**src/design/feeder_pkg.sv**
```systemverilog
// Shared constants and carrier types for the feeder transport supervisor
package feeder_pkg;

  // System clock rate
  localparam int unsigned CLK_HZ          = 200_000_000;
  // Millisecond tick divisor, derived from the clock rate
  localparam int unsigned MS_CYCLES       = CLK_HZ / 1000;
  localparam int unsigned MS_CNT_W        = 18;

  // Time limits in milliseconds
  localparam logic [15:0] ENTRY_WAIT_MS   = 16'h01F4; // 500 ms
  localparam logic [15:0] REG_CLEAR_MS    = 16'h012C; // 300 ms

  // Travel limits in millimetres
  localparam logic [15:0] ENTRY_TAIL_MM   = 16'h01BA; // 442 mm
  localparam logic [15:0] REG_TAIL_MM     = 16'h02EF; // 751 mm
  localparam logic [15:0] EXIT_REACH_MM   = 16'h0081; // 129 mm
  localparam logic [15:0] INV_EXIT_MM     = 16'h00C6; // 198 mm
  localparam logic [15:0] INV_REACH_MM    = 16'h0060; // 96 mm
  localparam logic [15:0] INV_BACK_MM     = 16'h0060; // 96 mm

  // Exit dwell factor 1.3 as 13/10
  localparam logic [3:0]  DWELL_NUM       = 4'hD;
  localparam logic [3:0]  DWELL_DEN       = 4'hA;

  // Encoder pulses per millimetre of travel, default value
  localparam logic [7:0]  PULSES_PER_MM   = 8'h04;
  // Delay after inverter sensor release before slow-down, in mm
  localparam logic [15:0] SLOW_DELAY_MM   = 16'h000A;

  // Jam identifiers, one bit per condition
  localparam int unsigned JAM_W           = 10;
  localparam int unsigned J_ENTRY_LATE    = 0;
  localparam int unsigned J_REG_STUCK     = 1;
  localparam int unsigned J_ENTRY_TAIL    = 2;
  localparam int unsigned J_REG_TAIL      = 3;
  localparam int unsigned J_EXIT_LATE     = 4;
  localparam int unsigned J_EXIT_DWELL    = 5;
  localparam int unsigned J_INV_EXIT_LATE = 6;
  localparam int unsigned J_INV_DWELL     = 7;
  localparam int unsigned J_INV_REACH     = 8;
  localparam int unsigned J_INV_BACK      = 9;

  // Transport phases, one-hot
  typedef enum logic [4:0] {
    PH_IDLE  = 5'h01,
    PH_FEED  = 5'h02,
    PH_OUT   = 5'h04,
    PH_INV   = 5'h08,
    PH_JAM   = 5'h10
  } phase_t;

  // Sensor levels, used both raw and after synchronisation
  typedef struct packed {
    logic entrance;
    logic registration;
    logic exit_s;
    logic inverter;
    logic encoder;
  } sensors_t;

  // Actuator drive levels
  typedef struct packed {
    logic feed_motor;
    logic feed_fast;
    logic belt_motor;
    logic out_motor;
    logic out_slow;
    logic exit_gate;
    logic inv_gate;
  } drive_t;

  // Commands from the copier controller, one-cycle pulses
  typedef struct packed {
    logic feed_in;
    logic speed_up;
    logic feed_out;
    logic invert;
    logic duplex;
    logic clear;
  } cmd_t;

endpackage

```
**src/design/feeder_jam_monitor.sv**
```systemverilog
// Feeder transport supervisor: gate drive, exit motor control, jam detection
`timescale 1ns/1ps

// How it works
// RULE1 - Duplex exit: exit gate on, inverter gate off
// RULE2 - Duplex exit: belt off after exit tail
// RULE3 - Duplex exit: slow out motor after inverter tail
// RULE4 - Entrance not on 500 ms after feed
// RULE5 - Registration not off 300 ms after speedup
// RULE6 - Entrance still on 442 mm past registration
// RULE7 - Registration still on 751 mm past on
// RULE8 - Exit still off 129 mm after feed-out
// RULE9 - Exit on beyond 1.3 times length
// RULE10 - Exit still off 198 mm into inversion
// RULE11 - Inverter off 96 mm past exit on
// RULE12 - Inverter off 96 mm past exit off
// RULE13 - Length counted registration on to entrance off
// RULE14 - Simplex exit keeps exit gate closed
// RULE15 - Distance by encoder, time by ms tick
// RULE16 - Jam latches flag, stops all drives
module feeder_jam_monitor
  import feeder_pkg::*;
(
  input  wire logic             core_clk,
  input  wire logic             rst,
  input  wire sensors_t         sensors_raw,
  input  wire cmd_t             cmd,
  output logic [7:0]            pulses_per_mm_unused,
  output drive_t                drive,
  output logic [JAM_W-1:0]      jam_flags,
  output logic                  jam,
  output logic [15:0]           orig_len_mm
);

  // Whole module state
  // One struct so the whole block resets and registers together
  // Counters are 16 bits, ample for the longest travel limit
  typedef struct packed {
    sensors_t           s1;        // First sync stage
    sensors_t           s2;        // Second sync stage
    sensors_t           prev;      // Last sampled levels, edge detect
    phase_t             phase;
    logic               duplex;    // Latched double-sided mode
    logic [MS_CNT_W-1:0] ms_div;   // Millisecond divider
    logic [7:0]         mm_div;    // Encoder pulses within a mm
    logic [15:0]        t_entry;   // ms since feed motor on
    logic               t_entry_on;
    logic [15:0]        t_reg;     // ms since speed-up
    logic               t_reg_on;
    logic [15:0]        d_reg;     // mm since registration on
    logic               d_reg_on;
    logic [15:0]        d_out;     // mm since feed-out or invert start
    logic               d_out_on;
    logic [15:0]        d_exit;    // mm since exit sensor on
    logic               d_exit_on;
    logic [15:0]        d_exoff;   // mm since exit sensor off
    logic               d_exoff_on;
    logic [15:0]        d_slow;    // mm since inverter sensor off
    logic               d_slow_on;
    logic [15:0]        len;       // Measured original length, mm
    logic               len_on;
    logic [19:0]        dwell;     // Exit dwell limit, mm
    drive_t             drv;
    logic [JAM_W-1:0]   flags;
  } state_t;

  state_t st_reg;   // Registered state
  state_t st_next;  // Next state

  // Edge and tick helpers
  // Combinational only, recomputed from registered state
  // Edges compare the second sync stage with its previous sample in prev
  // hit carries one bit per jam condition
  logic ms_tick;
  logic mm_tick;
  logic enc_rise;
  logic reg_rise;
  logic ent_fall;
  logic exit_rise;
  logic exit_fall;
  logic inv_fall;
  logic [JAM_W-1:0] hit;

  // Next-state logic
  // Default holds every field; branches below override it
  // Later assignments win, so the jam block sits last and
  // overrides any command taken in the same cycle
  always_comb begin
    st_next = st_reg;
    // Sensors cross from pins through two flops before use
    // Only the second stage feeds logic, never the first
    st_next.s1   = sensors_raw;
    st_next.s2   = st_reg.s1;
    st_next.prev = st_reg.s2;

    // Time base and distance base
    // Divider free-runs, so a window's first ms may be short
    // Encoder edges are counted; one mm is several pulses
    ms_tick   = (st_reg.ms_div == MS_CNT_W'(MS_CYCLES - 1)); // RULE15
    st_next.ms_div = ms_tick ? '0 : st_reg.ms_div + 1'b1;
    enc_rise  = st_reg.s2.encoder & ~st_reg.prev.encoder;
    mm_tick   = enc_rise && (st_reg.mm_div == PULSES_PER_MM - 8'h01); // RULE15
    if (enc_rise) begin
      st_next.mm_div = mm_tick ? '0 : st_reg.mm_div + 8'h01;
    end

    // Edge strobes, one cycle wide each
    reg_rise  = st_reg.s2.registration & ~st_reg.prev.registration;
    ent_fall  = ~st_reg.s2.entrance & st_reg.prev.entrance;
    exit_rise = st_reg.s2.exit_s & ~st_reg.prev.exit_s;
    exit_fall = ~st_reg.s2.exit_s & st_reg.prev.exit_s;
    inv_fall  = ~st_reg.s2.inverter & st_reg.prev.inverter;

    // Running counters saturate rather than wrap
    // A wrapped counter would drop back under its limit
    // and hide a jam that is already overdue
    if (st_reg.t_entry_on && ms_tick && ~&st_reg.t_entry)
      st_next.t_entry = st_reg.t_entry + 16'h0001;
    if (st_reg.t_reg_on && ms_tick && ~&st_reg.t_reg)
      st_next.t_reg = st_reg.t_reg + 16'h0001;
    if (st_reg.d_reg_on && mm_tick && ~&st_reg.d_reg)
      st_next.d_reg = st_reg.d_reg + 16'h0001;
    if (st_reg.d_out_on && mm_tick && ~&st_reg.d_out)
      st_next.d_out = st_reg.d_out + 16'h0001;
    if (st_reg.d_exit_on && mm_tick && ~&st_reg.d_exit)
      st_next.d_exit = st_reg.d_exit + 16'h0001;
    if (st_reg.d_exoff_on && mm_tick && ~&st_reg.d_exoff)
      st_next.d_exoff = st_reg.d_exoff + 16'h0001;
    if (st_reg.d_slow_on && mm_tick && ~&st_reg.d_slow)
      st_next.d_slow = st_reg.d_slow + 16'h0001;
    if (st_reg.len_on && mm_tick && ~&st_reg.len)
      st_next.len = st_reg.len + 16'h0001;

    // Length runs from registration on to entrance off
    // The same edge opens both registration distance windows
    if (reg_rise) begin
      st_next.len_on = 1'b1; // RULE13
      st_next.len    = '0;
      st_next.d_reg_on = 1'b1;
      st_next.d_reg    = '0;
    end
    if (ent_fall && st_reg.len_on) begin
      st_next.len_on = 1'b0; // RULE13
    end
    // Dwell limit: length times 13/10, truncated, every cycle
    // Follows len, so it is final once the tail clears entrance
    st_next.dwell = 20'((st_reg.len * DWELL_NUM) / DWELL_DEN); // RULE9

    // Exit sensor edges start the downstream distance windows
    // Exit rise ends the reach window, starts the dwell window
    if (exit_rise) begin
      st_next.d_exit_on = 1'b1;
      st_next.d_exit    = '0;
      st_next.d_out_on  = 1'b0;
    end
    // Exit fall starts the return window only in inversion
    if (exit_fall) begin
      st_next.d_exit_on  = 1'b0;
      st_next.d_exoff_on = (st_reg.phase == PH_INV);
      st_next.d_exoff    = '0;
      // Duplex exit: belt stops once the tail clears
      if (st_reg.phase == PH_OUT && st_reg.duplex)
        st_next.drv.belt_motor = 1'b0; // RULE2
    end
    // Inverter release in duplex exit arms the slow-down delay
    if (inv_fall && st_reg.phase == PH_OUT && st_reg.duplex) begin
      st_next.d_slow_on = 1'b1;
      st_next.d_slow    = '0;
    end
    // Short travel after inverter release, then slow down
    if (st_reg.d_slow_on && st_reg.d_slow >= SLOW_DELAY_MM) begin
      st_next.drv.out_slow = 1'b1; // RULE3
      st_next.d_slow_on    = 1'b0;
    end
    // Stop checking entrance once it reports
    // Time windows close as soon as their sensor answers
    if (st_reg.s2.entrance) st_next.t_entry_on = 1'b0;
    if (!st_reg.s2.registration) st_next.t_reg_on = 1'b0;
    if (st_reg.s2.inverter) st_next.d_exoff_on = 1'b0;

    // Jam conditions, each tied to a window, some windows shared
    // Distance limits use >= so a jam lands on the limit mm
    // Dwell uses > since a sheet may sit exactly that long
    hit = '0;
    hit[J_ENTRY_LATE] = st_reg.t_entry_on && !st_reg.s2.entrance &&
                        st_reg.t_entry >= ENTRY_WAIT_MS; // RULE4
    hit[J_REG_STUCK]  = st_reg.t_reg_on && st_reg.s2.registration &&
                        st_reg.t_reg >= REG_CLEAR_MS; // RULE5
    hit[J_ENTRY_TAIL] = st_reg.d_reg_on && st_reg.s2.entrance &&
                        st_reg.d_reg >= ENTRY_TAIL_MM; // RULE6
    hit[J_REG_TAIL]   = st_reg.d_reg_on && st_reg.s2.registration &&
                        st_reg.d_reg >= REG_TAIL_MM; // RULE7
    hit[J_EXIT_LATE]  = st_reg.phase == PH_OUT && st_reg.d_out_on &&
                        !st_reg.s2.exit_s &&
                        st_reg.d_out >= EXIT_REACH_MM; // RULE8
    hit[J_EXIT_DWELL] = st_reg.phase == PH_OUT && st_reg.d_exit_on &&
                        st_reg.s2.exit_s &&
                        20'(st_reg.d_exit) > st_reg.dwell; // RULE9
    hit[J_INV_EXIT_LATE] = st_reg.phase == PH_INV && st_reg.d_out_on &&
                           !st_reg.s2.exit_s &&
                           st_reg.d_out >= INV_EXIT_MM; // RULE10
    hit[J_INV_DWELL]  = st_reg.phase == PH_INV && st_reg.d_exit_on &&
                        st_reg.s2.exit_s &&
                        20'(st_reg.d_exit) > st_reg.dwell; // RULE9
    hit[J_INV_REACH]  = st_reg.phase == PH_INV && st_reg.d_exit_on &&
                        !st_reg.s2.inverter &&
                        st_reg.d_exit >= INV_REACH_MM; // RULE11
    hit[J_INV_BACK]   = st_reg.phase == PH_INV && st_reg.d_exoff_on &&
                        !st_reg.s2.inverter &&
                        st_reg.d_exoff >= INV_BACK_MM; // RULE12
    // Registration windows retire once the sheet has left both registration and entrance
    if (!st_reg.s2.registration && !st_reg.s2.entrance)
      st_next.d_reg_on = 1'b0;

    // Phase sequencing; commands acted on only when not jammed
    // Priority: feed-in, speed-up, feed-out, invert
    // Feed-in clears all drives so a stale gate never lingers
    case (st_reg.phase)
      PH_IDLE, PH_FEED, PH_OUT, PH_INV: begin
        if (cmd.feed_in) begin
          // New sheet: feed and belt on, entrance timer starts
          st_next.phase          = PH_FEED;
          st_next.duplex         = cmd.duplex;
          st_next.drv            = '0;
          st_next.drv.feed_motor = 1'b1;
          st_next.drv.belt_motor = 1'b1;
          st_next.t_entry_on     = 1'b1;
          st_next.t_entry        = '0;
        end else if (cmd.speed_up) begin
          // Faster feed opens the registration clear window
          st_next.drv.feed_fast  = 1'b1;
          st_next.t_reg_on       = 1'b1;
          st_next.t_reg          = '0;
        end else if (cmd.feed_out) begin
          st_next.phase          = PH_OUT;
          st_next.drv.feed_motor = 1'b0;
          st_next.drv.feed_fast  = 1'b0;
          st_next.drv.belt_motor = 1'b1;
          st_next.drv.out_motor  = 1'b1;
          st_next.drv.out_slow   = 1'b0;
          // Duplex opens exit gate; simplex keeps it shut
          st_next.drv.exit_gate  = st_reg.duplex; // RULE1 RULE14
          st_next.drv.inv_gate   = 1'b0; // RULE1
          // Reach window counts from the feed-out command
          st_next.d_out_on       = 1'b1;
          st_next.d_out          = '0;
        end else if (cmd.invert) begin
          // Both gates open to steer the sheet into the inverter
          st_next.phase          = PH_INV;
          st_next.drv.belt_motor = 1'b1;
          st_next.drv.out_motor  = 1'b1;
          st_next.drv.exit_gate  = 1'b1;
          st_next.drv.inv_gate   = 1'b1;
          st_next.d_out_on       = 1'b1;
          st_next.d_out          = '0;
        end
      end
      PH_JAM: begin
        // Held until the controller clears it
        // Other commands are ignored so a jam is never driven past
        if (cmd.clear) begin
          st_next.phase = PH_IDLE;
          st_next.flags = '0;
        end
      end
      // Illegal codes fall back to idle
      default: st_next.phase = PH_IDLE;
    endcase

    // Any jam latches its flag and drops every drive
    // A new hit beats a clear in the same cycle: set wins
    // Windows close, though a new registration rise still reopens d_reg while jammed
    if (|hit) begin
      st_next.flags      = st_reg.flags | hit; // RULE16
      st_next.phase      = PH_JAM;
      st_next.drv        = '0; // RULE16
      st_next.t_entry_on = 1'b0;
      st_next.t_reg_on   = 1'b0;
      st_next.d_reg_on   = 1'b0;
      st_next.d_out_on   = 1'b0;
      st_next.d_exit_on  = 1'b0;
      st_next.d_exoff_on = 1'b0;
      st_next.d_slow_on  = 1'b0;
    end
  end

  // State register; synchronous reset to idle, all drives off
  // Phase set apart since zero is not a legal one-hot code
  always_ff @(posedge core_clk) begin
    if (rst) begin
      st_reg       <= '0;
      st_reg.phase <= PH_IDLE;
    end else begin
      st_reg <= st_next;
    end
  end

  // Outputs from state flops; jam decoded from phase, scaling a constant
  // Encoder scaling is exported for the controller's use
  assign drive       = st_reg.drv;
  assign jam_flags   = st_reg.flags;
  assign jam         = st_reg.phase == PH_JAM;
  assign orig_len_mm = st_reg.len;
  assign pulses_per_mm_unused = PULSES_PER_MM;

endmodule

```
**config.mk**
```make
export PLATFORM = sky130hd
export DESIGN_NAME = feeder_jam_monitor
export DESIGN_NICKNAME = d
export VERILOG_FILES = /design/src/design/feeder_pkg.sv /design/src/design/feeder_jam_monitor.sv
export SDC_FILE = /design/constraint.sdc
export NUM_CORES = 1
export LEC_CHECK = 0
export BUFFER_PORTS_ARGS = -buffer_cell sky130_fd_sc_hd__buf_2
export CORE_MARGIN = 2
export CORE_UTILIZATION = 46
export CTS_CLUSTER_SIZE = 25
export DETAILED_ROUTE_END_ITERATION = 6
export GPL_ROUTABILITY_DRIVEN = 0
export PLACE_DENSITY = 0.67
export REMOVE_ABC_BUFFERS = 1
export SYNTH_ARGS = -nofsm -noshare
export SYNTH_HDL_FRONTEND = slang
export SYNTH_SLANG_ARGS = --single-unit
```
**constraint.sdc**
```tcl
create_clock -name core_clk -period 14.97 [get_ports core_clk]
set_clock_uncertainty 0.2 [all_clocks]
set_input_delay 2.2455 -clock core_clk [delete_from_list [all_inputs] [get_ports core_clk]]
set_output_delay 2.2455 -clock core_clk [all_outputs]
set_load 0.02 [all_outputs]
```
==> impl_metrics.toml, run 1 <==
[clock_network]
clk_pin_slew_ns = 0.06
clockBufferDepth = 3
cts-root-buf = "clkbuf_16"
ctsHtreeMaxLevel = 1
cts_resized = 0
cts_hold_buf = 0
cts_num_sinks = 217
post_cts_buffers = 0
insertion_delay_ns = 0.55
cts_tree = "built"
numCtsBuffers = 25

[worst_setup_path]
cp-start-kind = "register"
cp.arrival_ns = 9.90
crit_cells = 28
max_stage_delay_ns = 0.85
cp_top_family = "simple AND/OR/NAND/NOR gates"
cp_max_fo = 21
crit_type = "register to register"
critPathSlowestCell = "nor2_1"
required_ns = 15.23
worstRegToRegCells = 28
crit_buf_inv = 2
endpoint_kind = "register"

[floorplan]
ioPinCount = 55
rows = 65
start_util_pct = 46.6
core_area_um2 = 31500
die_w_um = 183
die_h_um = 183
die_area_um2 = 33300

[synth]
synth_area_um2 = 14700
synth_cells = 1834
synth_area_per_cell_um2 = 7.99
synth_ff_type = "dfxtp_1"
ys_seq_elements = 217
synth-seq-area-share_pct = 29.6
synth-edff-count = 0
ys_warn_count = 0
async_reset_ff_share_pct = 0
yosysUniqueCellTypes = 105

[cells_and_area]
largest_reg_flops = 174
nets = 1922
layout-drive-gt1-share_pct = 8.31
utilization_pct = 50.2
diodes = 0
area_delta_synth_final_pct = 7.74
fillers = 3013

[global_routing]
grt_util_all_layers_pct = 21.3
grt_pass1_wl_um = 60700
antenna_found_initial = 0
globalRouteOverflowTotal = 0
grt_pass1_vias = 12500
grt_max_degree = 49

[pwr]
clock_power_share_pct = 48.6
intPower_mw = 0.981
p_comb_share_pct = 5.6
power.density_nw_per_um2 = 82.9
p_sw_mw = 0.329
leakage_nw = 6.26
max-vdd-ir-drop_v = 0.000108
seqPwrFrac_pct = 45.8
switching_share_pct = 25.1

[min_path]
hold_depth = 1
hold_class = "register to register"

[timing]
finalCriticalPeriod_ns = 9.63
setup_viol = 0
slew_headroom_pct = 24.0
tightest_slew_ns = 1.14
timing.final.crit_share_pct = 64.3
drv_slew = 0
max_freq_mhz = 104
finalHoldViolations = 0
timing.hold.ws_ns = 0.237
finalSetupTns_ns = 0
rsz0062_at_grt = "false"

[flow_run]
drv_cap = 0

[place]
port_buffers = 46
post-dp-hpwl_um = 25900

[drt]
detail_route.vias_per_cell = 5.87
routedWlPerCell_um = 16.0
final_antenna_net_count = 0
drc_errors = 0
drt_iter0_drc = 977
vias = 13200
wl_um = 35900
drtPass1Iterations = 6

[run_status]
status = "finished clean"
==> worst reg2reg max path: cells and delay by family, from the launching register on <==
| kind | cells | cell delay (ns) |
|---|---|---|
| flip-flops | 1 | 0.38 |
| buffers and inverters | 2 | 0.09 |
| adder cells (fa/ha/maj) | 3 | 1.34 |
| AND/OR/NAND/NOR | 9 | 3.87 |
| XOR/XNOR | 1 | 0.21 |
| AO/OA/AOI/OAI | 13 | 3.47 |
==> synthesized netlist by cell type (8+ instances only) <==
| cell type | count | area, um2 |
|---|---|---|
| fa_1 | 11 | 220 |
| and2_1 | 12 | 75.1 |
| nand4_1 | 50 | 313 |
| o211ai_1 | 19 | 143 |
| clkbuf_1 | 48 | 180 |
| a311o_1 | 8 | 80.1 |
| or3_1 | 23 | 144 |
| nand3_1 | 83 | 415 |
| xor2_1 | 101 | 885 |
| nor4_1 | 24 | 150 |
| nor3_1 | 46 | 230 |
| mux2i_1 | 12 | 120 |
| a21o_1 | 17 | 128 |
| and4_1 | 16 | 140 |
| nand2_1 | 164 | 616 |
| o21a_1 | 8 | 60.1 |
| buf_4 | 46 | 345 |
| or2_2 | 8 | 50.1 |
| ha_1 | 76 | 951 |
| a211oi_1 | 22 | 165 |
| nor2_1 | 251 | 942 |
| buf_2 | 8 | 40.0 |
| inv_1 | 68 | 255 |
| dfxtp_1 | 217 | 4340 |
| a31oi_1 | 23 | 144 |
| nor2b_1 | 37 | 231 |
| xnor2_1 | 60 | 526 |
| o21ai_0 | 52 | 260 |
| and3_1 | 31 | 194 |
| o21ai_1 | 12 | 60.1 |
| nand2b_1 | 15 | 93.8 |
| a21oi_1 | 93 | 465 |
==> layer usage <==
layer,vias to the layer above,global-route usage [%],routed length [um]
met2,456,35.9,16200
li1,6534,-,-
met5,-,0,0
met3,106,2.99,2250
met1,6076,28.5,16400
met4,0,6.13,1070
==> placed cells by master (no fill, tap or decap), types with 7 or more instances in the layout <==
cell,netlist,layout
clkbuf_16,0,25
nand2_1,164,164
inv_1,68,68
a311o_1,8,8
a211oi_1,22,22
a31oi_1,23,23
fa_1,11,11
or3_1,23,23
a21oi_1,93,93
o21a_1,8,8
o21ai_0,52,52
o21ai_1,12,12
nor3_1,46,46
nor2_1,251,251
ha_1,76,76
dfxtp_1,217,217
a2111oi_0,7,7
o311a_1,7,7
buf_4,46,15
or2_2,8,8
and3_1,31,31
nand4_1,50,50
and2_1,12,12
conb_1,2,8
xor2_1,101,101
o211ai_1,19,19
mux2i_1,12,12
and4_1,16,16
a21o_1,17,17
buf_2,8,46
nand2b_1,15,15
xnor2_1,60,60
nor4_1,24,23
nand3_1,83,83
nor2b_1,37,37
==> cells by family after synthesis <==
family / Yosys count / synth area share (%)
adders and majority gates: 88 / 8.06
DFF: 217 / 29.6
other: 2 / 0.0512
muxes: 15 / 1.05
and+or+nand+nor: 797 / 26.9
xor gates and xnor gates: 161 / 9.62
buffers and inverters: 174 / 5.80
AOI/OAI and AO/OA: 380 / 18.8
==> path summary, 6_finish.rpt <==
| check | to | from | slack, ns |
|---|---|---|---|
| worst max-delay path | st_reg[17] | orig_len_mm[12] | 5.34 |
| worst min register to register | st_next[209] | st_next[214] | 0.24 |
| worst max register to register | st_reg[17] | orig_len_mm[12] | 5.34 |
| worst min-delay path | st_next[209] | st_next[214] | 0.24 |
==> layout make-up <==
cell class                      instances  area, um2  area share, %
Clock inverter                         18        209           1.32
Inverter                               68        255           1.62
Tap cell                              402        503           3.19
Sequential cell                       217       4340           27.5
Multi-Input combinational cell       1449       9490           60.1
Timing Repair Buffer                   61        343           2.17
Clock buffer                           28        647           4.10
==> power groups by stage <==
| stage | Clock [mW] | Sequential (mW) | Combinational (mW) |
|---|---|---|---|
| 2_1_floorplan | 0 | 0.614 | 0.0452 |
| 3_3_place_gp | 0 | 0.612 | 0.0731 |
| 3_5_place_dp | 0 | 0.612 | 0.0739 |
| 4_1_cts | 0.649 | 0.600 | 0.0741 |
| 5_1_grt | 0.673 | 0.601 | 0.0816 |
| 6_report | 0.637 | 0.600 | 0.0734 |
==> through the flow <==
stage	power (mW)	setup WS [ns]	cell area, um2	instances
after CTS	1.32	5.49	15800	2243
after global placement	0.685	5.71	14900	2197
after global routing	1.36	4.53	15800	2243
final	1.31	5.34	15800	2243
after detailed placement	0.686	5.50	14900	2197
after floorplan	0.660	6.30	14100	1734
No activity file was read; power rests on OpenSTA's default activity.
==> inputs of run 2 (changes only) <==
--- a/config.mk
+++ b/config.mk
@@ -11,7 +11,7 @@
 export CTS_CLUSTER_SIZE = 25
 export DETAILED_ROUTE_END_ITERATION = 6
 export GPL_ROUTABILITY_DRIVEN = 0
-export PLACE_DENSITY = 0.67
+export PLACE_DENSITY = 0.7
 export REMOVE_ABC_BUFFERS = 1
 export SYNTH_ARGS = -nofsm -noshare
 export SYNTH_HDL_FRONTEND = slang
==> constraint.sdc (replaced) <==
create_clock -name core_clk -period 8.58 [get_ports core_clk]
set_clock_uncertainty 0.2 [all_clocks]
set_input_delay 1.287 -clock core_clk [delete_from_list [all_inputs] [get_ports core_clk]]
set_output_delay 1.287 -clock core_clk [all_outputs]
set_load 0.02 [all_outputs]
==> run 2 against run 1 <==
Critical path type unchanged; critical path depth up 2; via count up 4.7%; die area unchanged; utilization up 3.6 points; hold slack better by 0.0033 ns; cell area up 7.2%; sequential share of layout area down 1.8 points; combinational power up 72%; count of clock-buffer cells in the layout up 3.
==> impl_metrics.toml, run 2 (synthesis results as in run 1) <==
[clock_network]
insertion_delay_ns = 0.54
cts_hold_buf = 0
ctsHtreeMaxLevel = 1
clk_pin_slew_ns = 0.06
cts-root-buf = "clkbuf_16"
cts_num_sinks = 217
cts_tree = "built"
clockBufferDepth = 3
numCtsBuffers = 25

[global_routing]
grt_pass1_vias = 12900
antenna_found_initial = 0
grt_pass1_wl_um = 62000
globalRouteOverflowTotal = 0
grt_max_degree = 49
grt_util_all_layers_pct = 21.8

[drt]
wl_um = 38300
drtPass1Iterations = 7
vias = 13800
drt_iter0_drc = 1087
routedWlPerCell_um = 16.4
detail_route.vias_per_cell = 5.91
drc_errors = 0
final_antenna_net_count = 0

[pwr]
leakage_nw = 6.79
total_power_mw = 2.37
switching_share_pct = 23.8
power.density_nw_per_um2 = 140
max-vdd-ir-drop_v = 0.000146
intPower_mw = 1.80
clock_power_share_pct = 50.4
seqPwrFrac_pct = 44.2
p_comb_share_pct = 5.3
p_sw_mw = 0.563

[place]
numPlacedInstances = 2252
post-dp-hpwl_um = 27100
dp_slack_ns = -0.214
place_area_um2 = 15400
port_buffers = 46

[cells_and_area]
final_common_cell = "nor2_1"
stdcell_area_um2 = 16900
regArea_um2 = 4360
layout-drive-gt1-share_pct = 15.7
final_cell_mix = "249 x nor2_1, 209 x dfxtp_1, 162 x nand2_1, 101 x xor2_1, 99 x buf_4"
nets = 2012
utilization_pct = 53.8
diodes = 0
multi_input_area_um2 = 9860
largest_reg_flops = 174
area_delta_synth_final_pct = 15.5
fin_cells = 2333
fillers = 2862

[floorplan]
die_area_um2 = 33300
die_w_um = 183
rows = 65
ioPinCount = 55
core_area_um2 = 31500
start_util_pct = 46.6
die_h_um = 183

[timing]
timing.final.crit_share_pct = 98.3
timing.hold.ws_ns = 0.240
setup_viol = 0
max_freq_mhz = 119
tightest_slew_ns = 1.34
fin_ws_ns = 0.148
drv_slew = 0
finalCriticalPeriod_ns = 8.43
finalHoldViolations = 0
slew_headroom_pct = 9.80
finalSetupTns_ns = 0

[flow_run]
drv_cap = 0

[min_path]
hp-start = "st_next[214]"
hold_depth = 1
hold_class = "register to register"
min_to = "st_next[209]"

[worst_setup_path]
max_stage_delay_ns = 0.60
cp_max_fo = 11
r2r_start = "orig_len_mm[12]"
critPathSlowestCell = "or4_4"
r2r_setup_slack_ns = 0.15
worstRegToRegCells = 30
cpMostUsedCell = "nand2_1"
cp.arrival_ns = 8.68
timing.rr.end = "st_reg[17]"
endpoint_kind = "register"
crit_type = "register to register"
required_ns = 8.83
cp-start-kind = "register"

[run_status]
status = "finished clean"
==> run 2: changes by cell type in the layout (fill, tap and decap cells not counted), sizes merged <==
cell and delta:
buf +86, clkinv -4, clkbuf +3, a311o +2, bufinv +2, inv -1
nor2 +1, or4 +1
==> run 2: worst max-delay path by stage <==
stage / depth (start not counted) / from / endpoint
4_1_cts: 29 / orig_len_mm[0] / st_reg[17]
5_1_grt: 30 / orig_len_mm[12] / st_reg[17]
3_3_place_gp: 28 / orig_len_mm[1] / st_reg[17]
2_1_floorplan: 28 / orig_len_mm[12] / st_reg[17]
3_5_place_dp: 29 / orig_len_mm[1] / st_reg[17]
6_report: 30 / orig_len_mm[12] / st_reg[17]
==> run 2: worst max-delay path, delay by kind of cell (launching register included) <==
kind	cells	cell delay, ns
AO/OA/AOI/OAI	13	3.43
flip-flops	1	0.37
AND/OR/NAND/NOR	10	2.83
adder cells (fa/ha/maj)	3	1.03
buffers and inverters	4	0.51
==> run 2: what timing repair did <==
item	in CTS	in global routing
endpoints found under the setup margin	2	4
buffers inserted	4	27
gates resized for setup	7	82
cloned	2	2
pin swaps	4	35
==> run 2: power groups by stage <==
stage               logic, mW  clock network (mW)  registers, mW
floorplan              0.0788                   0           1.07
global placement        0.125                   0           1.07
detailed placement      0.126                   0           1.07
CTS                     0.127                1.22           1.05
global route            0.143                1.26           1.05
finish                  0.126                1.19           1.05
==> run 2: area by class of cell <==
cell class	instances	share of cell area, %
clock buffer	31	4.13
tap	402	2.97
timing repair buffer	147	5.94
sequential	217	25.8
inverter	68	1.51
clock inverter	15	1.43
multi-input combinational	1453	58.3
==> run 2: metal layers <==
layer	GRT usage (%)	part of all wire (%)	vias to the layer above	wire length [um]
met5	0	0	-	0
met4	6.45	3.3	0	1260
met3	3.65	7.2	147	2750
met2	36.5	46	532	17600
met1	28.7	43	6392	16600
li1	-	-	6721	-
